File: src/inc/i2c_seq_pkg.sv
// Constants and types shared by the channel sequence control block
`default_nettype none
package i2c_seq_pkg;
	localparam int NCH = 3; // Number of serial channels
	localparam int ADDR_W = 8; // Register byte address width
	localparam logic [2:0] PP_CHANNELS = 3'b110; // Push-pull transmit-only channels
	localparam logic [7:0] CH_STRIDE = 8'h10; // Distance between channel register sets
	localparam logic [7:0] CTRL_OFS = 8'hC0; // Channel control, channel zero
	localparam logic [7:0] CFG_OFS = 8'hC4; // Repeat count and channel_on
	localparam logic [7:0] COND_OFS = 8'hC8; // Channel condition
	localparam int HALT_RUN_BIT = 7; // halt_after_run
	localparam int BEGIN_BIT = 6; // begin_flag
	localparam int HALT_REQ_BIT = 5; // halt_request
	localparam int CNT_W = 8; // repeat_count width
	localparam int CHON_BIT = 8; // channel_on in config word
	localparam int DATA_FAULT_BIT = 0; // data_line_fault
	localparam int CLK_FAULT_BIT = 1; // Clock line fault
	localparam int XFER_FAULT_BIT = 2; // Transfer error during run or stopping
	localparam int ACTIVE_BIT = 3; // Channel not idle
	localparam logic [CNT_W-1:0] CNT_RST = 8'h01; // repeat_count reset
	localparam logic [1:0] RESP_OKAY = 2'h0; // AXI OKAY
	localparam logic [1:0] RESP_SLVERR = 2'h2; // AXI SLVERR
	localparam logic [1:0] KIND_CTRL = 2'h0; // Decode kinds
	localparam logic [1:0] KIND_CFG = 2'h1;
	localparam logic [1:0] KIND_COND = 2'h2;
	typedef enum logic [1:0] {CH_IDLE, CH_RUN, CH_STOPPING} ch_state_t;
endpackage : i2c_seq_pkg
`default_nettype wire

File: src/design/i2c_channel_sequence_control.sv
// Per-channel START/STOP sequence control with AXI4-Lite registers
// What this block does
// - Clear halt_request when bus STOP is seen
// - Each channel control register has own address
// - halt_after_run stops at sequence end, idles
// - Errors still reported until final STOP
// - Clear halt_after_run when bus STOP is seen
// - Flags reset zero; writing zero does nothing
// - begin_flag starts only on free bus for open-drain channel 0; push-pull channels skip the check
// - Busy bus at start: interrupt low, fault
// - Clear begin_flag: sequence done, count one
// - Clear begin_flag: loop done, count above one
// - Clear begin_flag: halt_after_run sequence done
// - Clear begin_flag: halt_request byte done
// - Refuse begin_flag while channel_on is zero
// - halt_request stops after current byte
// - NACK last read byte before halt STOP
// - Single-byte halt drops buffered transactions
// - Halt writes ignored while begin_flag zero
// - halt_request wins over halt_after_run
`default_nettype none
module i2c_channel_sequence_control #(
	parameter int N = i2c_seq_pkg::NCH
) (
	input wire logic aclk,
	input wire logic aresetn,
	input wire logic [7:0] s_axi_awaddr,
	input wire logic s_axi_awvalid,
	output logic s_axi_awready,
	input wire logic [31:0] s_axi_wdata,
	input wire logic [3:0] s_axi_wstrb,
	input wire logic s_axi_wvalid,
	output logic s_axi_wready,
	output logic [1:0] s_axi_bresp,
	output logic s_axi_bvalid,
	input wire logic s_axi_bready,
	input wire logic [7:0] s_axi_araddr,
	input wire logic s_axi_arvalid,
	output logic s_axi_arready,
	output logic [31:0] s_axi_rdata,
	output logic [1:0] s_axi_rresp,
	output logic s_axi_rvalid,
	input wire logic s_axi_rready,
	input wire logic [N-1:0] scl_in,
	input wire logic [N-1:0] sda_in,
	input wire logic [N-1:0] byte_done,
	input wire logic [N-1:0] seq_done,
	input wire logic [N-1:0] loop_done,
	input wire logic [N-1:0] reading,
	input wire logic [N-1:0] xfer_err,
	output logic [N-1:0] send_start,
	output logic [N-1:0] send_stop,
	output logic [N-1:0] flush_seq,
	output logic [N-1:0] nack_last,
	output logic int_n
);
	// Address decode: {hit, channel, kind}
	function automatic logic [4:0] reg_decode(input logic [7:0] a);
		logic [4:0] r;
		logic [7:0] base;
		r = 5'h00;
		for (int c = 0; c < N; c++) begin
			base = 8'(c * i2c_seq_pkg::CH_STRIDE);
			if (a == i2c_seq_pkg::CTRL_OFS + base) r = {1'b1, 2'(c), i2c_seq_pkg::KIND_CTRL};
			if (a == i2c_seq_pkg::CFG_OFS + base) r = {1'b1, 2'(c), i2c_seq_pkg::KIND_CFG};
			if (a == i2c_seq_pkg::COND_OFS + base) r = {1'b1, 2'(c), i2c_seq_pkg::KIND_COND};
		end
		return r;
	endfunction : reg_decode

	// Bus write path holding registers
	logic aw_full_ff; // Write address held
	logic [7:0] aw_addr_ff;
	logic w_full_ff; // Write data held
	logic [31:0] w_data_ff;
	logic [3:0] w_strb_ff;
	logic bvalid_ff;
	logic [1:0] bresp_ff;
	logic rvalid_ff;
	logic [1:0] rresp_ff;
	logic [31:0] rdata_ff;
	logic wr_go; // Both halves present, perform write
	logic [4:0] wdec; // Write decode
	logic [4:0] rdec; // Read decode

	// Channel state
	i2c_seq_pkg::ch_state_t state_ff [N];
	logic [N-1:0] halt_run_ff; // halt_after_run
	logic [N-1:0] begin_ff; // begin_flag
	logic [N-1:0] halt_req_ff; // halt_request
	logic [N-1:0] chon_ff; // channel_on
	logic [i2c_seq_pkg::CNT_W-1:0] cnt_ff [N]; // repeat_count
	logic [N-1:0] dfault_ff; // data_line_fault
	logic [N-1:0] cfault_ff; // Clock line fault
	logic [N-1:0] xfault_ff; // Transfer fault
	logic [N-1:0] busy_ff; // Bus seen busy between START and STOP
	logic [N-1:0] send_start_ff;
	logic [N-1:0] send_stop_ff;
	logic [N-1:0] flush_ff;
	logic [N-1:0] nack_ff;
	logic int_n_ff;

	// Per-channel combinational events
	logic [N-1:0] scl_s, sda_s, start_det, stop_det;
	logic [N-1:0] wr_ctrl, wr_cfg, wr_cond; // Write hits per channel
	logic [N-1:0] begin_acc; // Accepted host begin request
	logic [N-1:0] start_ok, start_fail;
	logic [N-1:0] halt_byte, halt_seq, end_one, end_loop, finish;
	logic [N-1:0] set_halt_run, set_halt_req;

	// Serial lines cross into aclk here
	link_sync #(.W(N)) u_sync (
		.aclk(aclk),
		.aresetn(aresetn),
		.scl_in(scl_in),
		.sda_in(sda_in),
		.scl_s(scl_s),
		.sda_s(sda_s),
		.start_det(start_det),
		.stop_det(stop_det)
	);

	// Bus handshakes: one write and one read in flight
	assign s_axi_awready = !aw_full_ff && !bvalid_ff;
	assign s_axi_wready = !w_full_ff && !bvalid_ff;
	assign s_axi_arready = !rvalid_ff;
	assign wr_go = aw_full_ff && w_full_ff && !bvalid_ff;
	assign wdec = reg_decode(aw_addr_ff);
	assign rdec = reg_decode(s_axi_araddr);

	// Address and data may arrive in either order
	always_ff @(posedge aclk) begin
		if (!aresetn) begin
			aw_full_ff <= 1'b0;
			aw_addr_ff <= 8'h00;
			w_full_ff <= 1'b0;
			w_data_ff <= 32'h00000000;
			w_strb_ff <= 4'h0;
		end else begin
			if (s_axi_awvalid && s_axi_awready) begin
				aw_full_ff <= 1'b1;
				aw_addr_ff <= s_axi_awaddr;
			end else if (wr_go) begin
				aw_full_ff <= 1'b0;
			end
			if (s_axi_wvalid && s_axi_wready) begin
				w_full_ff <= 1'b1;
				w_data_ff <= s_axi_wdata;
				w_strb_ff <= s_axi_wstrb;
			end else if (wr_go) begin
				w_full_ff <= 1'b0;
			end
		end
	end

	// Write response; unmapped address answers SLVERR
	always_ff @(posedge aclk) begin
		if (!aresetn) begin
			bvalid_ff <= 1'b0;
			bresp_ff <= i2c_seq_pkg::RESP_OKAY;
		end else if (wr_go) begin
			bvalid_ff <= 1'b1;
			bresp_ff <= wdec[4] ? i2c_seq_pkg::RESP_OKAY : i2c_seq_pkg::RESP_SLVERR;
		end else if (s_axi_bready) begin
			bvalid_ff <= 1'b0;
		end
	end

	// Read data captured one cycle after address
	always_ff @(posedge aclk) begin
		if (!aresetn) begin
			rvalid_ff <= 1'b0;
			rresp_ff <= i2c_seq_pkg::RESP_OKAY;
			rdata_ff <= 32'h00000000;
		end else if (s_axi_arvalid && s_axi_arready) begin
			rvalid_ff <= 1'b1;
			rresp_ff <= rdec[4] ? i2c_seq_pkg::RESP_OKAY : i2c_seq_pkg::RESP_SLVERR;
			rdata_ff <= 32'h00000000;
			if (rdec[4]) begin
				unique case (rdec[1:0])
					i2c_seq_pkg::KIND_CTRL: begin
						rdata_ff[i2c_seq_pkg::HALT_RUN_BIT] <= halt_run_ff[rdec[3:2]];
						rdata_ff[i2c_seq_pkg::BEGIN_BIT] <= begin_ff[rdec[3:2]];
						rdata_ff[i2c_seq_pkg::HALT_REQ_BIT] <= halt_req_ff[rdec[3:2]];
					end
					i2c_seq_pkg::KIND_CFG: begin
						rdata_ff[i2c_seq_pkg::CNT_W-1:0] <= cnt_ff[rdec[3:2]];
						rdata_ff[i2c_seq_pkg::CHON_BIT] <= chon_ff[rdec[3:2]];
					end
					default: begin
						// Condition word shows live state
						rdata_ff[i2c_seq_pkg::DATA_FAULT_BIT] <= dfault_ff[rdec[3:2]];
						rdata_ff[i2c_seq_pkg::CLK_FAULT_BIT] <= cfault_ff[rdec[3:2]];
						rdata_ff[i2c_seq_pkg::XFER_FAULT_BIT] <= xfault_ff[rdec[3:2]];
						rdata_ff[i2c_seq_pkg::ACTIVE_BIT] <= state_ff[rdec[3:2]] != i2c_seq_pkg::CH_IDLE;
					end
				endcase
			end
		end else if (s_axi_rready) begin
			rvalid_ff <= 1'b0;
		end
	end

	// Channel events; priority order fixes the stop reason
	always_comb begin
		for (int c = 0; c < N; c++) begin
			wr_ctrl[c] = wr_go && wdec[4] && wdec[3:2] == 2'(c) && wdec[1:0] == i2c_seq_pkg::KIND_CTRL && w_strb_ff[0];
			wr_cfg[c] = wr_go && wdec[4] && wdec[3:2] == 2'(c) && wdec[1:0] == i2c_seq_pkg::KIND_CFG;
			wr_cond[c] = wr_go && wdec[4] && wdec[3:2] == 2'(c) && wdec[1:0] == i2c_seq_pkg::KIND_COND && w_strb_ff[0];
			// Zero writes do nothing; begin needs channel_on
			begin_acc[c] = wr_ctrl[c] && w_data_ff[i2c_seq_pkg::BEGIN_BIT] && chon_ff[c]
				&& !begin_ff[c] && state_ff[c] == i2c_seq_pkg::CH_IDLE;
			// Push-pull channels skip the busy-bus check
			start_ok[c] = begin_acc[c] && (i2c_seq_pkg::PP_CHANNELS[c]
				|| (!busy_ff[c] && scl_s[c] && sda_s[c]));
			start_fail[c] = begin_acc[c] && !start_ok[c];
			// Halt requests count only while begin_flag is set
			set_halt_run[c] = wr_ctrl[c] && w_data_ff[i2c_seq_pkg::HALT_RUN_BIT] && begin_ff[c];
			set_halt_req[c] = wr_ctrl[c] && w_data_ff[i2c_seq_pkg::HALT_REQ_BIT] && begin_ff[c];
			halt_byte[c] = state_ff[c] == i2c_seq_pkg::CH_RUN && halt_req_ff[c] && byte_done[c];
			halt_seq[c] = state_ff[c] == i2c_seq_pkg::CH_RUN && !halt_byte[c] && !halt_req_ff[c]
				&& halt_run_ff[c] && seq_done[c];
			end_one[c] = state_ff[c] == i2c_seq_pkg::CH_RUN && !halt_req_ff[c] && !halt_run_ff[c]
				&& seq_done[c] && cnt_ff[c] == 8'h01;
			end_loop[c] = state_ff[c] == i2c_seq_pkg::CH_RUN && !halt_req_ff[c] && !halt_run_ff[c]
				&& loop_done[c] && cnt_ff[c] > 8'h01;
			finish[c] = halt_byte[c] || halt_seq[c] || end_one[c] || end_loop[c];
		end
	end

	// Control flags; hardware clears win over writes
	always_ff @(posedge aclk) begin
		if (!aresetn) begin
			begin_ff <= '0;
			halt_run_ff <= '0;
			halt_req_ff <= '0;
		end else begin
			for (int c = 0; c < N; c++) begin
				if (finish[c] || start_fail[c]) begin
					begin_ff[c] <= 1'b0;
				end else if (start_ok[c]) begin
					begin_ff[c] <= 1'b1;
				end
				if (stop_det[c]) begin
					halt_run_ff[c] <= 1'b0;
					halt_req_ff[c] <= 1'b0;
				end else begin
					if (set_halt_run[c]) halt_run_ff[c] <= 1'b1;
					if (set_halt_req[c]) halt_req_ff[c] <= 1'b1;
				end
			end
		end
	end

	// Configuration: repeat_count and channel_on
	always_ff @(posedge aclk) begin
		if (!aresetn) begin
			chon_ff <= '0;
			for (int c = 0; c < N; c++) cnt_ff[c] <= i2c_seq_pkg::CNT_RST;
		end else begin
			for (int c = 0; c < N; c++) begin
				if (wr_cfg[c] && w_strb_ff[0]) cnt_ff[c] <= w_data_ff[i2c_seq_pkg::CNT_W-1:0];
				if (wr_cfg[c] && w_strb_ff[1]) chon_ff[c] <= w_data_ff[i2c_seq_pkg::CHON_BIT];
			end
		end
	end

	// Sequencing state per channel
	always_ff @(posedge aclk) begin
		if (!aresetn) begin
			for (int c = 0; c < N; c++) state_ff[c] <= i2c_seq_pkg::CH_IDLE;
		end else begin
			for (int c = 0; c < N; c++) begin
				unique case (state_ff[c])
					i2c_seq_pkg::CH_IDLE: if (start_ok[c]) state_ff[c] <= i2c_seq_pkg::CH_RUN;
					i2c_seq_pkg::CH_RUN: if (finish[c]) state_ff[c] <= i2c_seq_pkg::CH_STOPPING;
					// Idle only once the STOP is really on the wire
					i2c_seq_pkg::CH_STOPPING: if (stop_det[c]) state_ff[c] <= i2c_seq_pkg::CH_IDLE;
				endcase
			end
		end
	end

	// Bus occupancy seen from START/STOP on the lines
	always_ff @(posedge aclk) begin
		if (!aresetn) begin
			busy_ff <= '0;
		end else begin
			busy_ff <= (busy_ff | start_det) & ~stop_det;
		end
	end

	// Faults; a new event beats a software clear
	always_ff @(posedge aclk) begin
		if (!aresetn) begin
			dfault_ff <= '0;
			cfault_ff <= '0;
			xfault_ff <= '0;
		end else begin
			for (int c = 0; c < N; c++) begin
				// Data low blames data line, else clock line
				if (start_fail[c] && !sda_s[c]) dfault_ff[c] <= 1'b1;
				else if (wr_cond[c] && w_data_ff[i2c_seq_pkg::DATA_FAULT_BIT]) dfault_ff[c] <= 1'b0;
				if (start_fail[c] && sda_s[c]) cfault_ff[c] <= 1'b1;
				else if (wr_cond[c] && w_data_ff[i2c_seq_pkg::CLK_FAULT_BIT]) cfault_ff[c] <= 1'b0;
				// Errors keep landing through the stopping phase
				if (xfer_err[c] && state_ff[c] != i2c_seq_pkg::CH_IDLE) xfault_ff[c] <= 1'b1;
				else if (wr_cond[c] && w_data_ff[i2c_seq_pkg::XFER_FAULT_BIT]) xfault_ff[c] <= 1'b0;
			end
		end
	end

	// Registered commands toward the byte engine
	always_ff @(posedge aclk) begin
		if (!aresetn) begin
			send_start_ff <= '0;
			send_stop_ff <= '0;
			flush_ff <= '0;
			nack_ff <= '0;
			int_n_ff <= 1'b1;
		end else begin
			send_start_ff <= start_ok;
			send_stop_ff <= finish;
			flush_ff <= halt_byte | halt_seq;
			for (int c = 0; c < N; c++) begin
				nack_ff[c] <= state_ff[c] == i2c_seq_pkg::CH_RUN && halt_req_ff[c] && reading[c];
			end
			int_n_ff <= !(|(dfault_ff | cfault_ff | xfault_ff));
		end
	end

	assign s_axi_bvalid = bvalid_ff;
	assign s_axi_bresp = bresp_ff;
	assign s_axi_rvalid = rvalid_ff;
	assign s_axi_rresp = rresp_ff;
	assign s_axi_rdata = rdata_ff;
	assign send_start = send_start_ff;
	assign send_stop = send_stop_ff;
	assign flush_seq = flush_ff;
	assign nack_last = nack_ff;
	assign int_n = int_n_ff;
endmodule : i2c_channel_sequence_control
`default_nettype wire

File: src/design/link_sync.sv
// Two-stage synchroniser and START/STOP finder for the serial lines
`default_nettype none
module link_sync #(
	parameter int W = 3
) (
	input wire logic aclk,
	input wire logic aresetn,
	input wire logic [W-1:0] scl_in,
	input wire logic [W-1:0] sda_in,
	output logic [W-1:0] scl_s,
	output logic [W-1:0] sda_s,
	output logic [W-1:0] start_det,
	output logic [W-1:0] stop_det
);
	logic [W-1:0] scl_m_ff; // First stage, read only by second
	logic [W-1:0] sda_m_ff;
	logic [W-1:0] scl_s_ff; // Synchronised levels
	logic [W-1:0] sda_s_ff;
	logic [W-1:0] scl_p_ff; // Previous synchronised levels
	logic [W-1:0] sda_p_ff;

	// Lines idle high, so reset to high avoids false conditions
	always_ff @(posedge aclk) begin
		if (!aresetn) begin
			scl_m_ff <= '1;
			sda_m_ff <= '1;
			scl_s_ff <= '1;
			sda_s_ff <= '1;
			scl_p_ff <= '1;
			sda_p_ff <= '1;
		end else begin
			scl_m_ff <= scl_in;
			sda_m_ff <= sda_in;
			scl_s_ff <= scl_m_ff;
			sda_s_ff <= sda_m_ff;
			scl_p_ff <= scl_s_ff;
			sda_p_ff <= sda_s_ff;
		end
	end

	assign scl_s = scl_s_ff;
	assign sda_s = sda_s_ff;
	// Data falls or rises while clock stays high
	assign start_det = scl_s_ff & scl_p_ff & ~sda_s_ff & sda_p_ff;
	assign stop_det = scl_s_ff & scl_p_ff & sda_s_ff & ~sda_p_ff;
endmodule : link_sync
`default_nettype wire

File: config.mk
export PLATFORM = sky130hd
export DESIGN_NAME = i2c_channel_sequence_control
export DESIGN_NICKNAME = d
export VERILOG_FILES = /design/src/inc/i2c_seq_pkg.sv /design/src/design/i2c_channel_sequence_control.sv /design/src/design/link_sync.sv
export SDC_FILE = /design/constraint.sdc
export NUM_CORES = 1
export LEC_CHECK = 0
export ABC_AREA = 1
export BUFFER_PORTS_ARGS = -buffer_cell sky130_fd_sc_hd__buf_2
export CAP_MARGIN = 20
export CORE_AREA = 5 5 95 119
export DETAILED_ROUTE_END_ITERATION = 8
export DIE_AREA = 0 0 100 124
export HOLD_SLACK_MARGIN = 0.12
export PLACE_DENSITY_LB_ADDON = 0.1
export SYNTH_ARGS = -nofsm -noshare
export SYNTH_HDL_FRONTEND = slang
export SYNTH_SLANG_ARGS = --single-unit
File: constraint.sdc
create_clock -name aclk -period 2.3 [get_ports aclk]
set_input_delay 0.23 -clock aclk [delete_from_list [all_inputs] [get_ports aclk]]
set_output_delay 0.23 -clock aclk [all_outputs]
set_load 0.1 [all_outputs]
==> impl_metrics.env, run 1 <==
export IMPL_rr_worst_depth=5
export IMPL_synth_flop_cell="dfxtp_1"
export IMPL_hpwl_um=9090
export IMPL_vias_per_cell=4.92
export IMPL_nFillCells=883
export IMPL_post_cts_buffers=0
export IMPL_holdPathStages=3
export IMPL_synth_most_common_cell="nand2_1"
export IMPL_initial_core_util_pct=51.3
export IMPL_cts_buffer_depth=2
export IMPL_path_max_fanout=22
export IMPL_ys_types=50
export IMPL_cap_violations=0
export IMPL_grt_overflow_total=0
export IMPL_powerDensity_mw_per_mm2=833
export IMPL_crit_arrival_ns=2.21
export IMPL_gp_congestion=0.902
export IMPL_core_area_mm2=0.0100
export IMPL_critPathKind="reg2reg"
export IMPL_yosysSeqAreaShare_pct=49.7
export IMPL_clockRootBuffer="clkbuf_16"
export IMPL_skew_ns=0.00885
export IMPL_fin_ws_ns=0.372
export IMPL_min_from="s_axi_wdata[1]"
export IMPL_synthArstFlopShare_pct=0
export IMPL_relSlewSlack_pct=61.6
export IMPL_die_width_um=100
export IMPL_dr_pass1_iters=5
export IMPL_netlist_area_leader_share_pct=32.7
export IMPL_drv_slew=0
export IMPL_ir_drop_mv=0.499
export IMPL_io_buffers=83
export IMPL_clock_sinks=113
export IMPL_placed_area_mm2=0.00562
export IMPL_grt_total_usage_pct=20.4
export IMPL_htree_levels=4
export IMPL_die_area_mm2=0.0124
export IMPL_cts_tree="yes"
export IMPL_synth_top_cells_by_area="dfxtp_1, edfxtp_1, nand2_1"
export IMPL_fin_crit_ns=1.93
export IMPL_postRouteAntennaNets=0
export IMPL_syn_cell_area_mm2=0.00514
export IMPL_cp_required_ns=2.58
export IMPL_min_to="w_data_ff[1]"
export IMPL_yosysTopAreaCell="dfxtp_1"
export IMPL_area_delta_synth_final_pct=26.4
export IMPL_tightest_slew_ns=0.574
export IMPL_setup_violations=0
export IMPL_hp_class="in2reg"
export IMPL_diodes=0
export IMPL_wl_per_cell_um=13.8
export IMPL_max_freq_ghz=0.519
export IMPL_reg2reg_to="w_data_ff[8]"
export IMPL_rsz0062_at_grt="false"
export IMPL_grt_max_degree=39
export IMPL_fin_area_mm2=0.00649
export IMPL_multi_input_area_mm2=0.00211
export IMPL_dp_slack_ns=0.384
export IMPL_ys_ff_latch=113
export IMPL_synth_edff_count=29
export IMPL_dr_first_iter_drc_count=238
export IMPL_drc_errors=0
export IMPL_ios=134
export IMPL_ys_warn_count=0
export IMPL_antenna_found_initial=0
export IMPL_first_global_vias=4211
export IMPL_final_hold_viol_count=0
export IMPL_p_leak_nw=2.94
export IMPL_vias=4336
export IMPL_ff2ff_setup_slack_ns=0.37
export IMPL_status="finished clean"
export IMPL_syn_area_per_cell_um2=8.31
export IMPL_critPathLaunchType="flop"
export IMPL_clock_latency_ns=0.40
export IMPL_syn_inst=618
export IMPL_endpoint_kind="flop"
export IMPL_drive_gt1_share_pct=27.0
export IMPL_r2r_start="s_axi_bvalid"
export IMPL_synthTopCellsByCount="nand2_1, dfxtp_1, inv_1"
export IMPL_fin_crit_sh_pct=83.8
export IMPL_clk_pin_slew_ns=0.05
export IMPL_fp_dieH_um=124
export IMPL_nets=819
export IMPL_grt_pass1_wl_um=19500
export IMPL_p_total_mw=5.41
export IMPL_wl_um=12200
export IMPL_regArea_mm2=0.00256
export IMPL_cts_buffers=17
export IMPL_rows=41
per-layer routing:
| metal | wire, um | up-vias | track usage (%) |
|---|---|---|---|
| li1 | - | 2203 | - |
| met1 | 4880 | 1952 | 22.4 |
| met2 | 6160 | 159 | 36.9 |
| met3 | 856 | 22 | 5.04 |
| met4 | 279 | 0 | 9.10 |
| met5 | 0 | - | 0 |
flip-flops by register name, indices dropped and copies added, names as in the netlist, 2 cells and up:
| register | cells |
|---|---|
| flush_seq | 3 |
| xfault_ff | 3 |
| w_strb_ff | 2 |
| halt_req_ff | 3 |
| nack_last | 3 |
| begin_ff | 3 |
| u_sync.sda_s | 3 |
| u_sync.sda_p_ff | 3 |
| w_data_ff | 9 |
| u_sync.sda_m_ff | 3 |
| u_sync.scl_m_ff | 3 |
| chon_ff | 3 |
| u_sync.scl_s | 3 |
| send_stop | 3 |
| halt_run_ff | 3 |
| aw_addr_ff | 8 |
| s_axi_rdata | 9 |
| cnt_ff | 24 |
| state_ff | 6 |
| u_sync.scl_p_ff | 3 |
| send_start | 3 |
power by group:
group	switching [mW]	total [mW]	internal [mW]
logic	0.495	0.653	0.158
registers	0.0521	2.17	2.12
clock network	0.897	2.59	1.69
metrics by stage:
| stage | instances | setup TNS (ns) | hold slack [ns] | util, % |
|---|---|---|---|---|
| floorplan | 642 | -1.77 | 0.337 | - |
| global placement | 821 | 0 | 0.394 | 56.2 |
| detailed placement | 821 | 0 | 0.400 | 56.2 |
| CTS | 881 | 0 | 0.122 | 64.9 |
| global route | 881 | 0 | 0.130 | 64.9 |
| finish | 881 | 0 | 0.127 | 64.9 |
critical path, cell delays in order (launching register included):
cell and delay [ns]:
dfxtp_1 0.39, nor2_2 0.18, nand2_1 0.36, o21ai_0 0.28, nor2_1 0.05, dlygate4sd3_1 0.55
layout by cell type (no fill, tap or decap), types with 4 or more instances in the layout:
cell           Yosys  layout
clkinvlp_4         0       6
buf_4             25       6
nand2_4            4       4
nand2_1          112     112
dlygate4sd3_1      0      28
nand3_1           30      30
nand2_2            4       4
clkbuf_16          0      17
clkinv_2           0       4
a31oi_1            4       4
a211oi_1           4       4
nor3_1             5       5
nor2_4             5       6
dfxtp_1           84      83
conb_1             1      25
o21ai_0           35      33
nor2_1            50      48
or2_2             17      17
buf_2              0      83
nor2_2            16      17
inv_2             16      16
a21oi_1           46      46
inv_1             67      66
o21ai_1            5       7
edfxtp_1          29      29
nand4_1            7       7
final cells by class:
class	count	area share, %
Sequential cell	113	39.4
Tap cell	129	2.49
Inverter	86	5.07
Multi-Input combinational cell	404	32.5
Clock inverter	15	2.60
Timing Repair Buffer	117	11.4
Clock buffer	17	6.55
cells by family (layout without fill, tap and decap cells):
logic type             Yosys count  count (layout)  synth area share, %
buffers and inverters          125             235                 11.2
and+or+nand+nor                268             268                 26.6
AOI/OAI and AO/OA              111             111                 12.5
DFF                            113             113                 49.7
other                            1              25               0.0730
worst max path at each step:
stage / from / end / slack [ns] / cells past startpoint
4_1_cts: s_axi_bvalid / w_data_ff[8] / 0.36 / 5
3_5_place_dp: cnt_ff[1][3] / state_ff[0][0] / 0.38 / 11
6_report: s_axi_bvalid / w_data_ff[8] / 0.37 / 5
5_1_grt: cnt_ff[1][3] / state_ff[0][0] / 0.18 / 11
2_1_floorplan: s_axi_bvalid / w_data_ff[0] / -0.16 / 5
3_3_place_gp: cnt_ff[1][3] / state_ff[0][0] / 0.43 / 11
repair_timing:
action / 4_1_cts / 5_1_grt
hold buffers: 28 / 0
gates resized for setup: 0 / 0
hold endpoints to repair: 27 / 0
Power figures use the tool's default switching activity.
==> run 2, diff against run 1 <==
==> constraint.sdc (replaced) <==
create_clock -name aclk -period 2 [get_ports aclk]
set_input_delay 0.2 -clock aclk [delete_from_list [all_inputs] [get_ports aclk]]
set_output_delay 0.2 -clock aclk [all_outputs]
set_load 0.1 [all_outputs]
==> impl_metrics.env, run 2 (synthesized netlist as in run 1, its figures left out) <==
export IMPL_status="finished clean"
export IMPL_hp_class="in2reg"
export IMPL_initial_core_util_pct=51.3
export IMPL_postRouteAntennaNets=0
export IMPL_grt_pass1_wl_um=20000
export IMPL_path_max_fanout=3
export IMPL_die_area_mm2=0.0124
export IMPL_final_common_cell="nand2_1"
export IMPL_critPathKind="reg2reg"
export IMPL_grt_overflow_total=0
export IMPL_cap_violations=0
export IMPL_vias_per_cell=4.97
export IMPL_rsz0062_at_grt="false"
export IMPL_cts_tree="yes"
export IMPL_setup_violations=0
export IMPL_tns_ns=0
export IMPL_dr_first_iter_drc_count=286
export IMPL_endpoint_kind="flop"
export IMPL_hpwl_um=9170
export IMPL_skew_ns=0.00816
export IMPL_clockRootBuffer="clkbuf_16"
export IMPL_fin_crit_sh_pct=98.1
export IMPL_dr_pass1_iters=7
export IMPL_wl_per_cell_um=13.9
export IMPL_vias=4414
export IMPL_nets=827
export IMPL_cts_buffers=17
export IMPL_top_register="cnt_ff"
export IMPL_final_cell_mix="nand2_1, buf_2, dfxtp_1"
export IMPL_ios=134
export IMPL_post_cts_buffers=0
export IMPL_cts_buffer_depth=2
export IMPL_ir_drop_mv=0.677
export IMPL_largest_reg_flops=24
export IMPL_diodes=0
export IMPL_drc_errors=0
export IMPL_max_freq_ghz=0.510
export IMPL_drv_slew=0
export IMPL_clock_sinks=113
export IMPL_cp_required_ns=2.16
export IMPL_p_total_mw=6.26
export IMPL_io_buffers=83
export IMPL_powerDensity_mw_per_mm2=947
export IMPL_clock_latency_ns=0.41
export IMPL_htree_levels=4
export IMPL_holdPathStages=3
export IMPL_die_width_um=100
export IMPL_final_hold_viol_count=0
export IMPL_crit_arrival_ns=2.12
export IMPL_core_area_mm2=0.0100
export IMPL_gp_congestion=0.879
export IMPL_area_delta_synth_final_pct=28.7
export IMPL_drive_gt1_share_pct=27.6
export IMPL_p_leak_nw=3.00
export IMPL_fp_dieH_um=124
export IMPL_rr_worst_depth=9
export IMPL_ff2ff_setup_slack_ns=0.04
export IMPL_rows=41
export IMPL_grt_total_usage_pct=20.9
export IMPL_wl_um=12400
export IMPL_critPathLaunchType="flop"
export IMPL_fin_crit_ns=1.96
export IMPL_antenna_found_initial=0
export IMPL_grt_max_degree=39
export IMPL_clk_pin_slew_ns=0.05
export IMPL_first_global_vias=4321
## run 2: through the flow
step | worst slack [ns] | cells | utilization (%) | hold WS, ns | area, um^2
2_1_floorplan | 0.101 | 642 | - | 0.307 | 5260
3_3_place_gp | 0.161 | 823 | 56.6 | 0.386 | 5660
3_5_place_dp | 0.124 | 823 | 56.6 | 0.389 | 5660
6_report | 0.0382 | 889 | 66.1 | 0.119 | 6610
5_1_grt | 0.00319 | 889 | 66.1 | 0.157 | 6610
4_1_cts | 0.109 | 889 | 66.0 | 0.120 | 6600
## run 2: metal layers
layer | wire, um | share of wire, % | GRT usage, % | vias to the layer above
met3 | 838 | 6.8 | 5.55 | 20
li1 | - | - | - | 2218
met4 | 268 | 2.2 | 7.92 | 0
met2 | 6320 | 51 | 38.1 | 153
met5 | 0 | 0 | 0 | -
met1 | 4950 | 40 | 23.1 | 2023
## run 2: timing repair
item | in CTS | in global routing
hold buffers | 34 | 0
setup endpoints to repair | 0 | 3
hold endpoints to repair | 33 | 0
resized for setup | 0 | 3
## run 2: layout make-up
type | count | area (um^2)
inverter | 86 | 329
clock inverter | 12 | 130
clock buffer | 20 | 468
sequential | 113 | 2560
fill | 854 | 3390
multi-input combinational | 404 | 2140
tap | 129 | 161
timing repair buffer | 125 | 828
## run 2: worst max-delay path, cell delays in order (launching register included)
cell	delay (ns)
edfxtp_1	0.39
nor2_1	0.16
nand2_1	0.06
nor2_1	0.23
inv_1	0.07
nand3_1	0.07
nand3_1	0.15
o21ai_1	0.25
nand4_1	0.17
and2_1	0.17
## run 2: final timing paths
check / from / to
hold reg to reg: u_sync.scl_m_ff[0] / u_sync.scl_s[0]
hold / removal: s_axi_wdata[6] / w_data_ff[6]
setup / recovery: cnt_ff[0][3] / state_ff[0][0]
setup reg to reg: cnt_ff[0][3] / state_ff[0][0]
## run 2: power breakdown
group	switching (mW)	leakage (nW)	internal, mW
clock network	1.05	0.296	1.94
logic	0.579	1.73	0.195
registers	0.0600	0.977	2.44
total	1.69	3.00	4.57
